## src/logic/bsfl_regs.svh

```systemverilog
/*
 * Register bit positions, reset values and widths for the bias status flag and
 * table stream descriptor bank.
 * Assumes inclusion by bare name from the design files.
 */
`ifndef BSFL_REGS_SVH
`define BSFL_REGS_SVH

`define BSFL_FLAG_WIDTH        16
`define BSFL_BIT_ALU_BUSY      11
`define BSFL_BIT_RESTART       10
`define BSFL_BIT_QUEUE_EMPTY   9
`define BSFL_BIT_QUEUE_OVER    8
`define BSFL_BIT_CH2_UPPER_I   7
`define BSFL_BIT_CH2_LOWER_I   6
`define BSFL_BIT_CH2_UPPER_T   5
`define BSFL_BIT_CH2_LOWER_T   4
`define BSFL_BIT_CH1_UPPER_I   3
`define BSFL_BIT_CH1_LOWER_I   2
`define BSFL_BIT_CH1_UPPER_T   1
`define BSFL_BIT_CH1_LOWER_T   0
`define BSFL_DESC_RESET        16'h0000
`define BSFL_DESC_LEN_MSB      15
`define BSFL_DESC_LEN_LSB      8
`define BSFL_DESC_ADDR_MSB     7
`define BSFL_DESC_ADDR_LSB     0
`define BSFL_SCLR_BIT_EXECUTE  6
`define BSFL_SCLR_BIT_ARM      5
`define BSFL_EMPTY_TAG         4'hf

`endif

```

## src/logic/bsfl_pkg.sv

```systemverilog
/*
 * Types shared by the bias status flag bank.
 * Assumes the constants header is included where numbers are needed.
 */
package bsfl_pkg;
    typedef enum logic [1:0] {
        BSFL_MODE_MONITOR = 2'b00,
        BSFL_MODE_STREAM  = 2'b01
    } bsfl_mode_t;
    typedef enum logic [1:0] {
        BSFL_RST_IDLE  = 2'b00,
        BSFL_RST_ARMED = 2'b01
    } bsfl_rst_t;
endpackage : bsfl_pkg

```

## src/logic/bsfl_flag_bank.sv

```systemverilog
/*
 * Status flag word and table stream descriptor of a bias controller.
 * Assumes a serial port decoder on core_clk delivering one-cycle strobes,
 * and alarm, queue and arithmetic status from logic on the same clock.
 */
`timescale 1ns/1ns
`default_nettype none
`include "bsfl_regs.svh"
module bsfl_flag_bank (
    // Clock and reset.
    input  wire logic        core_clk,
    input  wire logic        reset,
    // Register access strobes from the serial port.
    input  wire logic        flag_rd,
    input  wire logic        desc_wr,
    input  wire logic [15:0] desc_wdata,
    input  wire logic        sclr_wr,
    input  wire logic [15:0] sclr_wdata,
    input  wire logic        queue_rd,
    // Status from the rest of the device.
    input  wire logic        alu_busy,
    input  wire logic        stream_mode,
    input  wire logic        ch2_use_die_sensor,
    input  wire logic        queue_count_zero,
    input  wire logic        queue_full,
    input  wire logic        queue_push,
    input  wire logic        queue_pop,
    input  wire logic        queue_overflow,
    input  wire logic [3:0]  alarm_upper_i,
    input  wire logic [3:0]  alarm_lower_i,
    input  wire logic        die_upper_alarm,
    input  wire logic        die_lower_alarm,
    input  wire logic [15:0] queue_word,
    // Read data.
    output logic [15:0]      flag_rdata,
    output logic [15:0]      desc_rdata,
    output logic [15:0]      queue_rdata,
    // Descriptor fields and reset request.
    output logic [7:0]       stream_word_count,
    output logic [7:0]       stream_start_addr,
    output logic [8:0]       stream_words_total,
    output logic             full_reset_pulse
);
    logic [15:0]        flags_now;
    logic [15:0]        desc_reg;
    logic               restart_reg;
    logic               empty_reg;
    logic               stream_full_reg;
    logic               over_flag;
    logic [7:0]         alarm_flags;
    logic [7:0]         alarm_set;
    bsfl_pkg::bsfl_rst_t rst_state_reg;
    logic               full_reset_reg;

    // Channel 2 current bits take the die sensor alarms when selected.
    always_comb begin
        alarm_set[7] = ch2_use_die_sensor ? die_upper_alarm : alarm_upper_i[1];
        alarm_set[6] = ch2_use_die_sensor ? die_lower_alarm : alarm_lower_i[1];
        alarm_set[5] = ch2_use_die_sensor ? 1'b0 : alarm_upper_i[3];
        alarm_set[4] = ch2_use_die_sensor ? 1'b0 : alarm_lower_i[3];
        alarm_set[3] = alarm_upper_i[0];
        alarm_set[2] = alarm_lower_i[0];
        alarm_set[1] = alarm_upper_i[2];
        alarm_set[0] = alarm_lower_i[2];
    end

    genvar gi;
    generate
        for (gi = 0; gi < 8; gi++) begin : g_alarm
            bsfl_sticky_bit u_bit (
                .core_clk (core_clk),
                .reset    (reset),
                .set_evt  (alarm_set[gi]),
                .clr_evt  (flag_rd),
                .flag     (alarm_flags[gi])
            );
        end
    endgenerate

    // Overflow is sticky only in monitoring mode.
    bsfl_sticky_bit u_over (
        .core_clk (core_clk),
        .reset    (reset),
        .set_evt  (queue_overflow & ~stream_mode),
        .clr_evt  (flag_rd | stream_mode),
        .flag     (over_flag)
    );

    // Full flag in streaming mode drops on a pop.
    always_ff @(posedge core_clk) begin
        if (reset) begin
            stream_full_reg <= 1'b0;
        end else if (queue_pop) begin
            stream_full_reg <= 1'b0;
        end else begin
            stream_full_reg <= queue_full;
        end
    end

    // Empty flag drops as soon as a word is pushed.
    always_ff @(posedge core_clk) begin
        if (reset) begin
            empty_reg <= 1'b1;
        end else if (queue_push) begin
            empty_reg <= 1'b0;
        end else begin
            empty_reg <= queue_count_zero;
        end
    end

    // Arm then execute in a later write triggers a full reset.
    always_ff @(posedge core_clk) begin
        if (reset) begin
            rst_state_reg  <= bsfl_pkg::BSFL_RST_IDLE;
            full_reset_reg <= 1'b0;
        end else begin
            full_reset_reg <= 1'b0;
            if (sclr_wr) begin
                case (rst_state_reg)
                    bsfl_pkg::BSFL_RST_IDLE: begin
                        if (sclr_wdata[`BSFL_SCLR_BIT_ARM] &
                            ~sclr_wdata[`BSFL_SCLR_BIT_EXECUTE]) begin
                            rst_state_reg <= bsfl_pkg::BSFL_RST_ARMED;
                        end
                    end
                    bsfl_pkg::BSFL_RST_ARMED: begin
                        if (sclr_wdata[`BSFL_SCLR_BIT_EXECUTE]) begin
                            full_reset_reg <= 1'b1;
                            rst_state_reg  <= bsfl_pkg::BSFL_RST_IDLE;
                        end else if (~sclr_wdata[`BSFL_SCLR_BIT_ARM]) begin
                            rst_state_reg <= bsfl_pkg::BSFL_RST_IDLE;
                        end
                    end
                    default: begin
                        rst_state_reg <= bsfl_pkg::BSFL_RST_IDLE;
                    end
                endcase
            end
        end
    end
    assign full_reset_pulse = full_reset_reg;

    // Restart flag: zero at power-up, set by full reset, cleared by read.
    always_ff @(posedge core_clk) begin
        if (reset) begin
            restart_reg <= 1'b0;
        end else if (full_reset_reg) begin
            restart_reg <= 1'b1;
        end else if (flag_rd) begin
            restart_reg <= 1'b0;
        end
    end

    // Current flag word, reserved bits driven as zero.
    always_comb begin
        flags_now = 16'h0000;
        flags_now[`BSFL_BIT_ALU_BUSY] = alu_busy;
        flags_now[`BSFL_BIT_RESTART] = restart_reg;
        flags_now[`BSFL_BIT_QUEUE_EMPTY] = empty_reg;
        flags_now[`BSFL_BIT_QUEUE_OVER] = stream_mode ? stream_full_reg : over_flag;
        flags_now[`BSFL_BIT_CH2_UPPER_I:`BSFL_BIT_CH1_LOWER_T] = alarm_flags;
    end

    // Read data captured from the state before the clearing edge.
    always_ff @(posedge core_clk) begin
        if (reset) begin
            flag_rdata <= 16'h0000;
        end else if (flag_rd) begin
            flag_rdata <= flags_now;
        end
    end

    always_ff @(posedge core_clk) begin
        if (reset) begin
            queue_rdata <= 16'h0000;
        end else if (queue_rd) begin
            if (empty_reg) begin
                queue_rdata <= {`BSFL_EMPTY_TAG, flags_now[11:0]};
            end else begin
                queue_rdata <= queue_word;
            end
        end
    end

    // Streaming descriptor.
    always_ff @(posedge core_clk) begin
        if (reset) begin
            desc_reg <= `BSFL_DESC_RESET;
        end else if (desc_wr) begin
            desc_reg <= desc_wdata;
        end
    end
    assign desc_rdata         = desc_reg;
    assign stream_word_count  = desc_reg[`BSFL_DESC_LEN_MSB:`BSFL_DESC_LEN_LSB];
    assign stream_start_addr  = desc_reg[`BSFL_DESC_ADDR_MSB:`BSFL_DESC_ADDR_LSB];
    assign stream_words_total = {1'b0, stream_word_count} + 9'h001;
endmodule : bsfl_flag_bank
`default_nettype wire

```

## src/logic/bsfl_sticky_bit.sv

```systemverilog
/*
 * One sticky flag: set by an event, cleared by a register read.
 * Assumes event and clear come from logic on core_clk.
 */
`timescale 1ns/1ns
`default_nettype none
module bsfl_sticky_bit (
    // Clock and reset.
    input  wire logic core_clk,
    input  wire logic reset,
    // Control.
    input  wire logic set_evt,
    input  wire logic clr_evt,
    // State.
    output logic      flag
);
    // Set wins over a clear in the same cycle.
    always_ff @(posedge core_clk) begin
        if (reset) begin
            flag <= 1'b0;
        end else if (set_evt) begin
            flag <= 1'b1;
        end else if (clr_evt) begin
            flag <= 1'b0;
        end
    end
endmodule : bsfl_sticky_bit
`default_nettype wire

```

## config.mk

```make
export PLATFORM = sky130hd
export DESIGN_NAME = bsfl_flag_bank
export DESIGN_NICKNAME = d
export VERILOG_FILES = /design/src/logic/bsfl_pkg.sv /design/src/logic/bsfl_flag_bank.sv /design/src/logic/bsfl_sticky_bit.sv
export VERILOG_INCLUDE_DIRS = /design/src /design/src/logic
export SDC_FILE = /design/constraint.sdc
export NUM_CORES = 1
export LEC_CHECK = 0
export ABC_AREA = 1
export BUFFER_PORTS_ARGS = -buffer_cell sky130_fd_sc_hd__buf_2
export CAP_MARGIN = 40
export CORE_MARGIN = 8
export CORE_UTILIZATION = 29
export DETAILED_ROUTE_END_ITERATION = 12
export GPL_TIMING_DRIVEN = 0
export PLACE_DENSITY_LB_ADDON = 0.05
export SYNTH_ARGS = -nofsm -noshare
export SYNTH_HDL_FRONTEND = slang
export SYNTH_HIERARCHICAL = 1
export SYNTH_SLANG_ARGS = --single-unit
```

## constraint.sdc

```tcl
create_clock -name core_clk -period 1.43 [get_ports core_clk]
set_input_delay 0.143 -clock core_clk [delete_from_list [all_inputs] [get_ports core_clk]]
set_output_delay 0.143 -clock core_clk [all_outputs]
set_load 0.03 [all_outputs]
```

==> run_results.csv, run 1 <==
group,metric,value,unit
status,status,"finished, violations left",
status,failed_checks,"setup timing",
synthesis,synth_top_area_share,0.458,
final_layout,diodes,0,
min_path,hp-class,"in -> reg",
global_route,grt_first_pass_wirelength,12200,um
synthesis,async_flop_share,0,
drt,drtIter0Drc,81,
floorplanning,dieWidth,109,um
final_layout,multi_input_area,0.00107,mm^2
clocking,numCtsBuffers,9,
synthesis,ys_ff_latch,58,
synthesis,synth_area_leaders,"dfxtp_1, nor2_1, nand2_1, o21ai_0, buf_4",
power,power_density,1080,mW/mm^2
power,power_frac_comb,0.220,
setup_path,reg2reg_setup_slack,0.39,ns
power,switchingPower,1.27,mW
timing,hold_viol,0,
global_route,grt_pass1_vias,2551,
placement,placed_area,0.00333,mm^2
global_route,grt_max_degree,14,
floorplanning,die_h,109,um
synthesis,syn_area,0.00253,mm^2
min_path,holdPathEnd,"rst_state_reg[0]",
setup_path,timing.rr.start,"empty_reg",
final_layout,stdcell_area,0.00362,mm^2
power,ir_drop,0.000435,V
setup_path,crit_path_start_kind,"register",
setup_path,cp_cell_sequence,"ha_4 > nand3_4 > nor2_4 > xor2_2 > buf_6",
final_layout,drive_gt1_frac,0.416,
drt,drc_errors,0,
drt,wl_per_cell,12.8,um
power,clkPwrFrac,0.320,
floorplanning,dieArea,0.0120,mm^2
clocking,cts_tree,"yes",
synthesis,synth_top_cell_by_area,"dfxtp_1",
clocking,root_buffer,"clkbuf_8",
drt,ant_nets,0,
placement,gp_congestion,0.716,
final_layout,layout.nets,562,
setup_path,worstRegToRegCells,6,
floorplanning,start_util,0.295,
synthesis,synth_cell_type_count,27,
timing,fmax,0.666,GHz
setup_path,cp.arrival,1.36,ns
clocking,clock_path_buffers,2,
setup_path,critical_path_required,1.29,ns
power,p_int,2.63,mW
power,seqPwrFrac,0.460,
global_route,grt_overflow,0,
setup_path,worstReg2RegEnd,"queue_rdata[3]",
synthesis,yosysWarnings,6,
timing,min_period_over_period,1.05,
drt,firstDrtPassIters,4,
global_route,grt.total_usage,0.130,
final_layout,final_util,0.421,
drt,vias,2506,
final_layout,area.growth.synth_to_final,42.6,%
final_layout,regArea,0.00119,mm^2
flow_run,maxCapViolCount,0,
timing,slew_viol_final,0,
timing,hold_ws,0.0179,ns
setup_path,worst-path-max-fanout,5,
timing,final.setup.worst_slack,-0.0720,ns
floorplanning,ioPinCount,146,
synthesis,synth_most_common_cell,"nor2_1",
clocking,clock_latency,0.33,ns
setup_path,endpoint_kind,"output port",
setup_path,cp_slowest_cell,"dfxtp_4",
clocking,cts.sinks,58,
placement,portBuffers,126,
global_route,antenna_found_initial,0,
clocking,path_clk_slew,0.07,ns
setup_path,crit_type,"reg -> out",
synthesis,syn_inst,345,
timing,rsz0062_at_grt,"yes",
timing,post-route-min-period,1.50,ns
synthesis,synth-seq-area-share,0.458,
timing,clock_skew,0.00625,ns
floorplanning,core_area,0.00859,mm^2
timing,setup_violations,2,
synthesis,ys.flop_type,"dfxtp_1",
synthesis,synth.avg_cell_area,7.35,um^2
final_layout,fill_cells,939,
power,swShare,0.326,
placement,hpwl,5890,um
drt,viasPerCell,4.17,
setup_path,cpPeakStageDelay,0.38,ns
min_path,whs_path_depth,2,
drt,routed_wirelength,7680,um
synthesis,synth_edf_count,0,
floorplanning,fp-row-count,34,
clocking,cts_max_level,3,
power,p_leak,1.98,nW
synthesis,synth_commonest_cells,"nor2_1, nand2_1, dfxtp_1",
min_path,hold_path_startpoint,"sclr_wr",
==> cells by family (layout without fill, tap and decap cells) <==
kind of cell               Yosys count  after routing  synth area share
and+or+nand+nor                    150            150             0.242
buffers and inverters               76            221             0.151
muxes                                2              2           0.00888
xor gates and xnor gates             4              4            0.0138
DFF                                 58             58             0.458
adders and majority gates            1              1           0.00494
AOI/OAI and AO/OA                   53             53             0.120
other                                1              4           0.00148
==> area by class of cell <==
| cell class | instances | share of cell area |
|---|---|---|
| buffer | 29 | 0.0557 |
| clock buffer | 11 | 0.0363 |
| clock inverter | 4 | 0.00554 |
| inverter | 47 | 0.0498 |
| multi-input combinational | 214 | 0.296 |
| sequential | 58 | 0.328 |
| tap | 108 | 0.0374 |
| timing repair buffer | 130 | 0.191 |
==> cells in the final DEF, fill, tap and decap left out, types with 2 or more instances in the layout <==
master / Yosys / layout
clkbuf_1: 2 / 4
clkbuf_8: 0 / 9
clkinv_2: 1 / 5
a21oi_2: 10 / 10
a21oi_1: 5 / 5
buf_4: 21 / 26
conb_1: 1 / 4
buf_6: 1 / 4
dlygate4sd3_1: 0 / 2
nor2_1: 71 / 68
nand2_2: 1 / 2
o21ai_0: 35 / 35
dfxtp_1: 58 / 51
mux2_2: 2 / 2
inv_1: 42 / 42
buf_2: 5 / 125
nor3_2: 2 / 2
nor2_4: 0 / 2
nand3_1: 11 / 9
o21ai_1: 2 / 2
nand2_1: 62 / 61
dfxtp_4: 0 / 7
xor2_2: 0 / 2
inv_2: 3 / 3
==> power groups by stage <==
stage                     Combinational (mW)  Clock (mW)  Sequential, mW
after floorplan                        0.397           0            1.98
after global placement                 0.844           0            1.83
after detailed placement               0.845           0            1.83
after CTS                              0.866        1.31            1.80
after global routing                   0.941        1.38            1.81
final                                  0.859        1.25            1.80
==> worst max path at each step <==
stage	start	end	slack, ns	cells after the start
5_1_grt	desc_rdata[8]	stream_words_total[6]	-0.15	5
4_1_cts	desc_rdata[8]	stream_words_total[6]	-0.11	5
3_5_place_dp	desc_rdata[8]	stream_words_total[8]	-0.02	6
3_3_place_gp	desc_rdata[8]	stream_words_total[8]	-0.01	6
6_report	desc_rdata[8]	stream_words_total[6]	-0.07	5
2_1_floorplan	desc_rdata[8]	stream_words_total[6]	-0.03	4
==> layer usage <==
metal,wire length [um],part of all wire,up-vias,GRT usage
met1,3490,0.45,1078,0.154
met4,110,0.014,0,0.0579
met5,0,0,-,0
met3,736,0.096,9,0.0451
met2,3340,0.44,94,0.208
li1,-,-,1325,-
==> repair_timing <==
action                                 4_1_cts  5_1_grt
endpoints found under the hold margin        2        0
resized for setup                           23        9
setup buffers                                2        0
setup endpoints to repair                    6        7
hold buffers                                 2        0
pin swaps                                    4        2
==> worst max-delay path, delay by kind of cell, from the launching register on <==
kind | cells | cell delay (ns)
xor+xnor | 1 | 0.15
fa+ha+maj | 1 | 0.15
buf+inv | 1 | 0.15
flops | 1 | 0.38
simple gates | 2 | 0.19
==> stage by stage <==
| stage | setup WS (ns) | instances | TNS [ns] | power, mW |
|---|---|---|---|---|
| floorplan | -0.0320 | 348 | -0.0576 | 2.38 |
| global placement | -0.0143 | 582 | -0.0143 | 2.67 |
| detailed placement | -0.0225 | 582 | -0.0225 | 2.68 |
| CTS | -0.113 | 601 | -0.352 | 3.97 |
| global route | -0.149 | 601 | -0.581 | 4.13 |
| finish | -0.0720 | 601 | -0.126 | 3.90 |
Power figures use the tool's default switching activity.
==> run 2, diff against run 1 <==
--- a/config.mk
+++ b/config.mk
@@ -11,6 +11,8 @@
 export CAP_MARGIN = 40
 export CORE_MARGIN = 8
 export CORE_UTILIZATION = 29
+export CTS_BUF_LIST = sky130_fd_sc_hd__clkbuf_4
+export CTS_CLUSTER_SIZE = 14
 export DETAILED_ROUTE_END_ITERATION = 12
 export GPL_TIMING_DRIVEN = 0
 export PLACE_DENSITY_LB_ADDON = 0.05
==> run 2 against run 1 <==
Net effect: the run still ends with setup timing left; sequential cell count stayed put; first-iteration DRC count is 20% lower; sequential power hardly changed; power is 3.5% lower; worst hold slack better by 0.0066 ns; non-clock buffer count is 42 higher; cell area is 12% higher; critical path depth stayed put; worst setup slack worse by 0.064 ns; critical endpoint unchanged; largest power group unchanged.
==> run_results.csv, run 2 (same netlist as run 1, synthesis figures left out) <==
group,metric,value,unit
status,status,"finished, violations left",
status,failed_checks,"setup timing",
setup_path,worstReg2RegEnd,"rst_state_reg[0]",
power,p_int,2.50,mW
setup_path,cp.arrival,1.42,ns
power,power_frac_comb,0.263,
timing,slew_viol_final,0,
drt,wl_per_cell,12.6,um
global_route,antenna_found_initial,0,
final_layout,layout_commonest_cell,"buf_2",
power,p_leak,2.17,nW
floorplanning,ioPinCount,146,
drt,vias,2673,
timing,rsz0062_at_grt,"yes",
global_route,grt_pass1_vias,2693,
floorplanning,start_util,0.295,
drt,ant_nets,0,
setup_path,cp_slowest_cell,"dfxtp_4",
timing,clock_skew,0.0102,ns
setup_path,cpPeakStageDelay,0.38,ns
clocking,clock_latency,0.39,ns
min_path,whs_path_depth,5,
clocking,path_clk_slew,0.10,ns
final_layout,drive_gt1_frac,0.419,
clocking,clock_path_buffers,2,
final_layout,fill_cells,899,
setup_path,crit_type,"reg -> out",
power,switchingPower,1.27,mW
final_layout,stdcell_area,0.00405,mm^2
placement,portBuffers,126,
timing,hold_viol,0,
global_route,grt.total_usage,0.136,
timing,final.setup.worst_slack,-0.136,ns
setup_path,worst-path-max-fanout,2,
setup_path,worstRegToRegCells,3,
floorplanning,dieArea,0.0120,mm^2
setup_path,timing.rr.start,"rst_state_reg[0]",
setup_path,endpoint_kind,"output port",
floorplanning,core_area,0.00859,mm^2
drt,firstDrtPassIters,4,
drt,met1_length,3700,um
final_layout,layout.nets,604,
clocking,cts.sinks,58,
final_layout,area.growth.synth_to_final,59.6,%
power,seqPwrFrac,0.475,
setup_path,crit_path_start_kind,"register",
drt,met2RoutedLength,3590,um
power,clkPwrFrac,0.261,
setup_path,crit_end,"stream_words_total[6]",
clocking,numCtsBuffers,9,
power,ir_drop,0.000418,V
floorplanning,dieWidth,109,um
timing,fmax,0.639,GHz
drt,wl_met3,727,um
flow_run,maxCapViolCount,0,
placement,dp_slack,-0.0225,ns
timing,setup_violations,8,
final_layout,diodes,0,
setup_path,reg2reg_setup_slack,0.29,ns
min_path,hp-class,"in -> reg",
global_route,grt_first_pass_wirelength,12800,um
drt,top_layer,"met4",
global_route,grt_overflow,0,
timing,post-route-min-period,1.57,ns
floorplanning,die_h,109,um
setup_path,crit_start,"desc_rdata[8]",
placement,placed_area,0.00333,mm^2
placement,hpwl,5890,um
clocking,cts_tree,"yes",
drt,routed_wirelength,8110,um
power,swShare,0.337,
drt,drc_errors,0,
setup_path,cp_cell_sequence,"ha_4 > nand3_4 > nor2_4 > xor2_2 > buf_6",
global_route,grt_max_degree,14,
timing,min_period_over_period,1.09,
floorplanning,fp-row-count,34,
final_layout,final_cell_mix,"buf_2, nor2_1, nand2_1",
power,power_density,932,mW/mm^2
clocking,root_buffer,"clkbuf_4",
clocking,cts_max_level,3,
drt,drtIter0Drc,65,
placement,gp_congestion,0.716,
drt,viasPerCell,4.16,
setup_path,critical_path_required,1.29,ns
==> run 2: worst min path at each step <==
stage / startpoint / end / slack, ns
2_1_floorplan: reset / g_alarm[0].u_bit/flag / 0.21
3_3_place_gp: queue_pop / stream_full_reg / 0.30
3_5_place_dp: queue_pop / stream_full_reg / 0.30
4_1_cts: queue_word[4] / queue_rdata[4] / 0.003
5_1_grt: queue_word[1] / queue_rdata[1] / 0.009
6_report: queue_word[4] / queue_rdata[4] / 0.02
==> run 2: cell type report <==
| cell class | instances | area, um^2 | area share |
|---|---|---|---|
| buffer | 29 | 209 | 0.0517 |
| clock buffer | 11 | 82.6 | 0.0204 |
| clock inverter | 4 | 20.0 | 0.00495 |
| inverter | 47 | 183 | 0.0452 |
| multi-input combinational | 214 | 1090 | 0.270 |
| sequential | 58 | 1190 | 0.294 |
| tap | 108 | 135 | 0.0334 |
| timing repair buffer | 172 | 1140 | 0.281 |
==> run 2: worst max-delay path: cells and delay by family, from the launching register on <==
kind / cells / cell delay (ns)
flops: 1 / 0.38
simple gates: 2 / 0.21
fa+ha+maj: 1 / 0.15
xor+xnor: 1 / 0.15
buf+inv: 1 / 0.15
==> run 2: power groups by stage <==
| stage | Sequential, mW | Clock, mW | Combinational [mW] |
|---|---|---|---|
| after floorplan | 1.98 | 0 | 0.397 |
| after global placement | 1.83 | 0 | 0.844 |
| after detailed placement | 1.83 | 0 | 0.845 |
| after CTS | 1.80 | 1.04 | 0.950 |
| after global routing | 1.81 | 1.11 | 1.08 |
| final | 1.79 | 0.985 | 0.993 |
==> run 2: what timing repair did <==
action / in CTS / in global routing
hold endpoints to repair: 30 / 0
hold buffers: 33 / 0
setup endpoints to repair: 7 / 9
gates resized for setup: 29 / 29
buffers inserted: 4 / 9
pin swaps: 4 / 6
==> run 2: through the flow <==
stage,hold slack (ns),TNS [ns],power (mW),utilization,cells
finish,0.0245,-0.691,3.77,0.471,643
global route,0.00882,-1.57,4.00,0.471,643
CTS,0.00283,-0.965,3.79,0.452,634
global placement,0.302,-0.0143,2.67,0.387,582
detailed placement,0.305,-0.0225,2.68,0.387,582
floorplan,0.205,-0.0576,2.38,-,348
==> run 2: per-layer routing <==
| metal | global-route usage | up-vias |
|---|---|---|
| met1 | 0.162 | 1156 |
| met5 | 0 | - |
| met3 | 0.0463 | 8 |
| met4 | 0.0550 | 0 |
| li1 | - | 1417 |
| met2 | 0.218 | 92 |
